[src/sao_top_end_marker.sv]
`timescale 1ns/1ns
`default_nettype none
`default_nettype wire

[src/sao_pkg.sv]
`default_nettype none
// shared constants, field positions and types for the second output logic
package sao_pkg;

  // configuration word width and value after reset
  localparam int unsigned SAO_CFG_W          = 16;
  localparam logic [15:0] SAO_CFG_RST        = 16'h8000;

  // field positions inside the configuration word
  localparam int unsigned SAO_B_IN_UV_FLT_EN = 12;
  localparam int unsigned SAO_B_IN_UV_EN     = 7;
  localparam int unsigned SAO_B_OUT_OV_EN    = 6;
  localparam int unsigned SAO_B_OUT_UV_EN    = 5;
  localparam int unsigned SAO_B_CURR_LIM_EN  = 4;
  localparam int unsigned SAO_B_IN_OP_EN     = 3;
  localparam int unsigned SAO_B_MODE_HI      = 2;
  localparam int unsigned SAO_B_MODE_LO      = 1;
  localparam int unsigned SAO_B_POL          = 0;

  // output mode field codes
  localparam logic [1:0]  SAO_MODE_ALERT     = 2'h0;
  localparam logic [1:0]  SAO_MODE_GPIO      = 2'h1;
  localparam logic [1:0]  SAO_MODE_RSVD      = 2'h2;
  localparam logic [1:0]  SAO_MODE_CMP       = 2'h3;

  // pin level after reset (deasserted at active-low polarity)
  localparam logic        SAO_PIN_RST        = 1'b1;

  // pin behaviour states, one-hot
  typedef enum logic [3:0] {
    SAO_ST_ALERT = 4'h1,
    SAO_ST_GPIO  = 4'h2,
    SAO_ST_RSVD  = 4'h4,
    SAO_ST_CMP   = 4'h8
  } sao_state_t;

  // mode field to pin behaviour state
  function automatic sao_state_t sao_mode_state(input logic [1:0] mode);
    case (mode)
      SAO_MODE_ALERT: sao_mode_state = SAO_ST_ALERT;
      SAO_MODE_GPIO:  sao_mode_state = SAO_ST_GPIO;
      SAO_MODE_CMP:   sao_mode_state = SAO_ST_CMP;
      default:        sao_mode_state = SAO_ST_RSVD;
    endcase
  endfunction : sao_mode_state

  // electrical level for an asserted/deasserted pin under a polarity
  function automatic logic sao_pin_level(input logic asserted, input logic pol);
    sao_pin_level = pol ? asserted : ~asserted;
  endfunction : sao_pin_level

endpackage : sao_pkg
`default_nettype wire

[src/sao_cfg_if.sv]
`timescale 1ns/1ns
`default_nettype none
// carries the configuration word and the combined source results
interface sao_cfg_if;
  logic [15:0] cfg_word;   // stored configuration word
  logic        alert_any;  // some enabled status or fault flag is set
  logic        cmp_any;    // some selected warning comparison is exceeded

  modport cfg_mp  (output cfg_word);
  modport comb_mp (input cfg_word, output alert_any, output cmp_any);
  modport top_mp  (input cfg_word, input alert_any, input cmp_any);
endinterface : sao_cfg_if
`default_nettype wire

[src/sao_cfg_reg.sv]
`timescale 1ns/1ns
`default_nettype none
// holds the configuration word written over the management bus path
module sao_cfg_reg
  import sao_pkg::*;
(
  input  wire logic        sys_clk_i,  // device clock
  input  wire logic        rstn_i,     // async reset, active low
  input  wire logic        cfg_wr_i,   // write strobe, one cycle
  input  wire logic [15:0] cfg_wdata_i, // write data
  sao_cfg_if.cfg_mp        cfg_if      // configuration out
);

  logic [15:0] cfg_r;    // stored word
  logic [15:0] cfg_nxt;  // next word

  // a write replaces the whole word
  assign cfg_nxt = cfg_wr_i ? cfg_wdata_i : cfg_r;

  // configuration storage
  always_ff @(posedge sys_clk_i or negedge rstn_i)
  begin
    if (!rstn_i)
      cfg_r <= SAO_CFG_RST;
    else
      cfg_r <= cfg_nxt;
  end

  assign cfg_if.cfg_word = cfg_r;

endmodule : sao_cfg_reg
`default_nettype wire

[src/sao_src_comb.sv]
`timescale 1ns/1ns
`default_nettype none
// gates status flags and warning comparisons with their enables
module sao_src_comb
  import sao_pkg::*;
(
  input  wire logic       flag_in_uv_i,   // input undervolt warning flag
  input  wire logic       flag_out_ov_i,  // output overvolt warning flag
  input  wire logic       flag_out_uv_i,  // output undervolt warning flag
  input  wire logic       flag_curr_i,    // current limit active flag
  input  wire logic       flag_in_op_i,   // input overpower warning flag
  input  wire logic       flag_uv_flt_i,  // input undervolt fault flag
  input  wire logic [3:0] cmp_warn_i,     // live warning compares {iuv,oov,ouv,iop}
  sao_cfg_if.comb_mp      cfg_if          // configuration in, results out
);

  logic [4:0] flag_vec;  // latched status flags
  logic [4:0] flag_en;   // their enables
  logic [3:0] cmp_en;    // warning enables only
  logic       flt_hit;   // enabled fault source

  assign flag_vec = {flag_in_uv_i, flag_out_ov_i, flag_out_uv_i, flag_curr_i, flag_in_op_i};
  assign flag_en  = cfg_if.cfg_word[SAO_B_IN_UV_EN:SAO_B_IN_OP_EN];
  assign flt_hit  = flag_uv_flt_i & cfg_if.cfg_word[SAO_B_IN_UV_FLT_EN];
  // any enabled flag raises the alert
  assign cfg_if.alert_any = (|(flag_vec & flag_en)) | flt_hit;

  // comparator mode sees warning compares only, faults ignored
  assign cmp_en = {cfg_if.cfg_word[SAO_B_IN_UV_EN], cfg_if.cfg_word[SAO_B_OUT_OV_EN],
                   cfg_if.cfg_word[SAO_B_OUT_UV_EN], cfg_if.cfg_word[SAO_B_IN_OP_EN]};
  // selected compares are OR'ed together
  assign cfg_if.cmp_any = |(cmp_warn_i & cmp_en);

endmodule : sao_src_comb
`default_nettype wire

[src/sao_top.sv]
`timescale 1ns/1ns
`default_nettype none
// Operation
// input undervolt warning enable raises alert
// bit 6 gates output overvolt warning alert
// bit 5 gates output undervolt warning alert
// bit 4 gates current limit flag alert
// bit 3 gates input overpower warning alert
// mode defaults to alert, code 10 reserved
// mode 01: pin follows polarity bit
// mode 11: pin shows live warning compares
// comparator mode ORs all selected warnings
// comparator mode ignores fault and status flags
// bit 0: low active at 0, high at 1
// alert holds until host clears enabled flags
module sao_top
  import sao_pkg::*;
(
  input  wire logic        sys_clk_i,      // device clock, 100 MHz
  input  wire logic        rstn_i,         // async reset, active low
  input  wire logic        cfg_wr_i,       // config write strobe
  input  wire logic [15:0] cfg_wdata_i,    // config write data
  input  wire logic        flag_in_uv_i,   // input undervolt warning flag
  input  wire logic        flag_out_ov_i,  // output overvolt warning flag
  input  wire logic        flag_out_uv_i,  // output undervolt warning flag
  input  wire logic        flag_curr_i,    // current limit active flag
  input  wire logic        flag_in_op_i,   // input overpower warning flag
  input  wire logic        flag_uv_flt_i,  // input undervolt fault flag
  input  wire logic [3:0]  cmp_warn_i,     // live warning compares
  output var  logic [15:0] cfg_rdata_o,    // config read back
  output var  logic        second_output_pin_o, // pin level
  output var  logic        pin_asserted_o  // pin logically asserted
);

  // shared configuration carrier
  sao_cfg_if cfg_if ();

  // pin behaviour state and its next value
  sao_state_t state_r;
  sao_state_t state_nxt;

  // registered pin level and logical assertion
  logic       pin_r;
  logic       pin_nxt;
  logic       asrt_r;
  logic       asrt_nxt;

  // decoded configuration fields
  logic [1:0] mode_fld;   // output mode field
  logic       pol_bit;    // polarity bit

  // configuration storage
  sao_cfg_reg u_cfg
  (
    .sys_clk_i   (sys_clk_i),
    .rstn_i      (rstn_i),
    .cfg_wr_i    (cfg_wr_i),
    .cfg_wdata_i (cfg_wdata_i),
    .cfg_if      (cfg_if)
  );

  // enable gating of the sources
  sao_src_comb u_comb
  (
    .flag_in_uv_i  (flag_in_uv_i),
    .flag_out_ov_i (flag_out_ov_i),
    .flag_out_uv_i (flag_out_uv_i),
    .flag_curr_i   (flag_curr_i),
    .flag_in_op_i  (flag_in_op_i),
    .flag_uv_flt_i (flag_uv_flt_i),
    .cmp_warn_i    (cmp_warn_i),
    .cfg_if        (cfg_if)
  );

  // field decode
  assign mode_fld = cfg_if.cfg_word[SAO_B_MODE_HI:SAO_B_MODE_LO];
  assign pol_bit  = cfg_if.cfg_word[SAO_B_POL];

  // state follows the mode field; 10 maps to an idle reserved state
  assign state_nxt = sao_mode_state(mode_fld);

  // logical assertion per state
  always_comb
  begin
    case (state_r)
      // latched-flag alert: holds while any enabled flag is set
      SAO_ST_ALERT: asrt_nxt = cfg_if.alert_any;
      // software output: the polarity bit alone sets the level
      SAO_ST_GPIO:  asrt_nxt = pol_bit;
      // live unlatched compare result
      SAO_ST_CMP:   asrt_nxt = cfg_if.cmp_any;
      // reserved code: pin stays deasserted
      SAO_ST_RSVD:  asrt_nxt = 1'b0;
      default:      asrt_nxt = 1'b0;
    endcase
  end

  // pin level: gpio drives the bit itself, others apply polarity
  assign pin_nxt = (state_r == SAO_ST_GPIO) ? pol_bit
                                            : sao_pin_level(asrt_nxt, pol_bit);

  // state register
  always_ff @(posedge sys_clk_i or negedge rstn_i)
  begin
    if (!rstn_i)
      state_r <= SAO_ST_ALERT;
    else
      state_r <= state_nxt;
  end

  // pin and assertion registers
  always_ff @(posedge sys_clk_i or negedge rstn_i)
  begin
    if (!rstn_i)
    begin
      pin_r  <= SAO_PIN_RST;
      asrt_r <= 1'b0;
    end
    else
    begin
      pin_r  <= pin_nxt;
      asrt_r <= asrt_nxt;
    end
  end

  // outputs straight from flops
  assign second_output_pin_o = pin_r;
  assign pin_asserted_o      = asrt_r;
  assign cfg_rdata_o         = cfg_if.cfg_word;

  // helper: the five latched status flags, before enable gating
  logic [4:0] flags_w;
  assign flags_w = {flag_in_uv_i, flag_out_ov_i, flag_out_uv_i, flag_curr_i, flag_in_op_i};
endmodule : sao_top
`default_nettype wire

[config.mk]
export PLATFORM = sky130hd
export DESIGN_NAME = sao_top
export DESIGN_NICKNAME = d
export VERILOG_FILES = /design/src/sao_top_end_marker.sv /design/src/sao_pkg.sv /design/src/sao_cfg_if.sv /design/src/sao_cfg_reg.sv /design/src/sao_src_comb.sv /design/src/sao_top.sv
export SDC_FILE = /design/constraint.sdc
export NUM_CORES = 1
export LEC_CHECK = 0
export ABC_CLOCK_PERIOD_IN_PS = 2500
export BUFFER_PORTS_ARGS = -buffer_cell sky130_fd_sc_hd__buf_2
export CORE_AREA = 10 10 60 50
export CTS_BUF_LIST = sky130_fd_sc_hd__clkbuf_8
export DETAILED_ROUTE_END_ITERATION = 8
export DIE_AREA = 0 0 70 60
export PLACE_DENSITY = 0.9
export SLEW_MARGIN = 20
export SYNTH_ARGS = -nofsm -noshare
export SYNTH_HDL_FRONTEND = slang
export SYNTH_SLANG_ARGS = --single-unit
[constraint.sdc]
create_clock -name sys_clk_i -period 2.5 [get_ports sys_clk_i]
set_clock_uncertainty 0.05 [all_clocks]
set_input_delay 0.375 -clock sys_clk_i [delete_from_list [all_inputs] [get_ports sys_clk_i]]
set_output_delay 0.375 -clock sys_clk_i [all_outputs]
set_load 0.01 [all_outputs]
=== Word-level counts from Yosys, hierarchy flattened ===
Index checks and enable logic that the tools add are counted.

* Flip-flop bits (word level): 22
* Bits in latches: 0
* Bits in writable memories: 0
* ROM bits: 0
* Output and inout port bits: 18
* Memories: 0

* Add/subtract/negate cells: 0
* Multipliers: 0
* Div/mod/pow operators: 0
* $lt $le $gt $ge: 0
* Eq/ne operators: 5
* Shifts and indexed selects: 0
* Mux-type cells: 4
* Bitwise gates (word level): 5
* Reduce and logical (&&, ||, !) cells: 3

{| class="wikitable"
|+ Operators by type and width
! operator !! count
|-
| 4-bit case mux with 3 select lines || 1
|-
| 5-bit AND || 1
|-
| 5-bit OR reduction || 1
|-
| 4-bit AND || 1
|-
| 4-bit by 1-bit == test with 1-bit output, second input constant || 1
|-
| 4-bit by 2-bit == test with 1-bit output, second input constant || 1
|-
| 4-bit == test, second input constant || 1
|-
| 4-bit OR reduction || 1
|-
| 1-bit case mux with 3 select lines || 1
|-
| 2-bit by 1-bit == test with 1-bit output, second input constant || 1
|-
| 2-bit == test, second input constant || 1
|-
| 2-bit logical NOT || 1
|-
| 1-bit two-way mux || 2
|-
| 1-bit AND || 1
|-
| 1-bit NOT || 1
|-
| 1-bit OR || 1
|}

=== Depth between registers and ports, before layout ===
* Depth in word-level cells: 7
* Depth in mapped cells: 4
* Gate-level depth less buffers: 4

=== By module ===
Synthesis repeated with hierarchy kept, for this count alone.

* Cells, all modules: 59
* Area total of the unflattened synthesis: 933.4 um^2

{| class="wikitable"
|+ By module, submodules not included
! module !! instances !! cells each !! area each (um^2) !! seq. area each (um^2)
|-
| sao_cfg_reg || 1 || 34 || 650.6 || 401.6
|-
| sao_top || 1 || 18 || 236.5 || 152.6
|-
| sao_src_comb || 1 || 7 || 46.3 || 0.0
|}

=== Worst setup path after synthesis ===
Ideal clock, no wire load.

* Path kind: register to register
* Start point: reg state_r[0]
* End point: reg pin_r, in the netlist second_output_pin_o
* Setup time: 0.088 ns
* Arrival: 1.342 ns
* Path slack: 1.020 ns
* Cell stages (with the launch flop): 5
* Period minus slack after synthesis: 1.480 ns
* Path through: dfstp_2 -> or4b_4 -> a31oi_2 -> nor3_1 -> xor2_1

* Word-level cells in the longest chain between the ends: 5

{| class="wikitable"
|+ Ends and longest elaborated chain
! what !! line !! RTL
|-
| from (decl) || sao_top.sv:39 || <nowiki>sao_state_t state_r;</nowiki>
|-
| from (signal assigned) || sao_top.sv:108 || <nowiki>state_r <= state_nxt;</nowiki>
|-
| 4-bit == test, or another cell as far along || sao_top.sv:85 || <nowiki>case (state_r)</nowiki>
|-
| 1-bit case mux with 3 select lines || sao_top.sv:85 ||
|-
| 1-bit NOT || sao_pkg.sv:49 || <nowiki>sao_pin_level = pol ? asserted : ~asserted;</nowiki>
|-
| 1-bit two-way mux || sao_pkg.sv:49 ||
|-
| 1-bit two-way mux (*) || sao_top.sv:99 || <nowiki>assign pin_nxt = (state_r == SAO_ST_GPIO) ? pol_bit</nowiki>
|-
| named net pin_nxt || sao_top.sv:44 || <nowiki>logic pin_nxt;</nowiki>
|-
| to (signal assigned) || sao_top.sv:121 || <nowiki>pin_r <= pin_nxt;</nowiki>
|-
| to (decl) || sao_top.sv:43 || <nowiki>logic pin_r;</nowiki>
|}

Mark *: on every way through the listed nets, which the timed path passes. The rest lies on a longest branch.
A chain may end at the register's enable or synchronous reset.

=== Worst setup path after layout ===
Ends and elaborated chain as after synthesis.

==> qor.yml <==
num_vias: 644
grt_pass1_vias: 735
fp.coreArea_um2: 1890
path_max_fanout: 3
via_per_inst: 4.99
setup_viol: 0
multi_input_area_um2: 318
maxCapViolations: 0
yosysUniqueCellTypes: 18
synth_area_um2: 881
hold_viol_final: 0
die_height_um: 60
syn_nets: 86
synthCells: 57
rsz0062_at_grt: "no"
cts_resized: 0
antenna_cells: 0
area_growth_pct: 36.6
overflow: 0
finalCriticalPeriod_ps: 1540
clkTransAtPathRegs_ps: 80
max_slew.worst_pin.slew_ps: 473
fin_crit_sh_pct: 61.5
maxSlewViolCount: 0
grtUsageTotal_pct: 9.96
regArea_um2: 554
fillers: 163
drc: 0
ant_nets: 0
synth.avg_cell_area_um2: 15.5
worst-path-buf-inv: 0
grt_pass1_wl_mm: 3.37
place_area_um2: 1130
antenna_found_initial: 0
drt_iter0_drc: 19
crit_required_ps: 2630
pwr-share-seq_pct: 47.9
hp-class: "in2async"
start_util_pct: 46.6
routabilityCongestion: 0.798
holdBufCountCts: 0
clk_latency_ps: 260
cts_made_buffers: 3
dp_cells: 125
r2r_cells: 4
fin_ws_ps: 961
crit_chain: "or4b_4 -> a31oi_2 -> nor3_1 -> xor2_1"
critPathMaxStageDelay_ps: 540
die-area_um2: 4200
cts_setup_buffers: 0
rr_endpoint: "second_output_pin_o"
ir_worst_vdd_v: 0.000576
fin_nets: 135
crit_family: "simple AND/OR/NAND/NOR gates"
arrival_ps: 1670
holdWs_ps: 12.3
rows: 14
regToRegStartpoint: "state_r[0]"
status: "complete, no violations"
finalNonFillerCells: 129
grt_start_max_net_pins: 23
dp_slack_ps: 962
routed_wl_mm: 2.08
drt-wirelength-per-cell_um: 16.1
die_w_um: 70
final_area_um2: 1200
clockBufferDepth: 2
startpoint_type: "flip-flop"
first_pass_iters: 2
worst-setup-path-type: "reg2reg"
crit_path_end_kind: "flip-flop"
port_buffers: 46
p_int_uw: 693
slowest_stage: "dfstp_2"
fmax_ghz: 0.650
cts_tree: "yes"
r2r_slack_ps: 960
cts.root.buffer_cell: "clkbuf_8"
synth_seq_cells: 22
yosys_warnings: 0
cts_max_level: 1
final_layout_size_suffix_gt1_share_pct: 68.6
clock_power_share_pct: 35.9
clock-sinks: 22
total_leakage_power_uw: 0.000587
swShare_pct: 22.5
ys_seq_area_share_pct: 62.9
maxSlewHeadroom_pct: 68.4
ios: 47
combPwrFrac_pct: 16.2
p_per_area_nw_per_um2: 742
switchingPower_uw: 201
tns_ps: 0
layer usage:
layer | GRT usage [%] | wire length [µm] | up-vias
li1 | - | - | 305
met1 | 10.1 | 832 | 309
met2 | 18.1 | 1020 | 30
met3 | 4.97 | 232 | 0
met4 | 2.53 | 0 | 0
met5 | 0 | 0 | -
cell usage after synthesis:
cell	n	area share, %
xor2_1	1	0.99
nor2_1	1	0.43
and2_1	1	0.71
nor3_1	1	0.57
a22oi_2	1	1.4
nor4b_1	1	0.99
a22oi_1	4	3.4
nor2b_1	2	1.4
dfstp_2	3	8.9
clkbuf_1	1	0.43
a31oi_2	1	1.4
or4b_1	1	1.1
dfrtp_1	19	54
buf_2	1	0.57
mux2_2	16	20
a211o_1	1	0.99
or4b_4	1	1.6
a21oi_1	1	0.57
logic make-up after synthesis:
group | count (synthesis) | share of synthesized area (%)
simple gates | 8 | 6.82
xor+xnor | 1 | 0.994
flops | 22 | 62.9
buf+inv | 2 | 0.993
compound gates | 8 | 7.81
mux | 16 | 20.5
cell usage in the layout (no fill, tap or decap), types with 2 or more instances in the layout:
master	netlist	final
mux2_2	16	16
clkbuf_8	0	3
buf_2	1	46
nor2b_1	2	2
dfstp_2	3	3
dfrtp_1	19	19
a22oi_1	4	4
cell type report:
| cell class | count | area share, % |
|---|---|---|
| repair buffers | 46 | 19.1 |
| multi-input cells | 33 | 26.4 |
| clock inverters | 1 | 2.49 |
| flip-flops and latches | 22 | 46.1 |
| well taps | 24 | 2.49 |
| clock buffers | 3 | 3.43 |
stage by stage:
stage,power (µW),util [%]
after global routing,940,63.6
after CTS,911,63.6
after global placement,575,59.9
after detailed placement,584,59.9
after floorplan,507,-
final,894,63.6
registers in the layout, summed over array words and instances, names as in the netlist:
| name | cells |
|---|---|
| state_r | 4 |
| second_output_pin_o | 1 |
| pin_asserted_o | 1 |
| u_cfg.cfg_if.cfg_word | 16 |
power by group through the flow:
stage | Clock, µW | Combinational [µW] | Sequential (µW)
final | 321 | 144 | 428
after global routing | 345 | 160 | 435
after CTS | 333 | 149 | 429
after detailed placement | 0 | 149 | 436
after global placement | 0 | 143 | 432
after floorplan | 0 | 57.4 | 449
worst max path at each step:
| stage | startpoint | to | slack [ps] | depth (start not counted) |
|---|---|---|---|---|
| floorplan | state_r[0] | second_output_pin_o | 1020 | 4 |
| global placement | state_r[0] | second_output_pin_o | 1000 | 4 |
| detailed placement | state_r[0] | second_output_pin_o | 960 | 4 |
| CTS | state_r[0] | second_output_pin_o | 960 | 4 |
| global route | state_r[0] | second_output_pin_o | 930 | 4 |
| finish | state_r[0] | second_output_pin_o | 960 | 4 |
(Power assumes the default switching activity.)
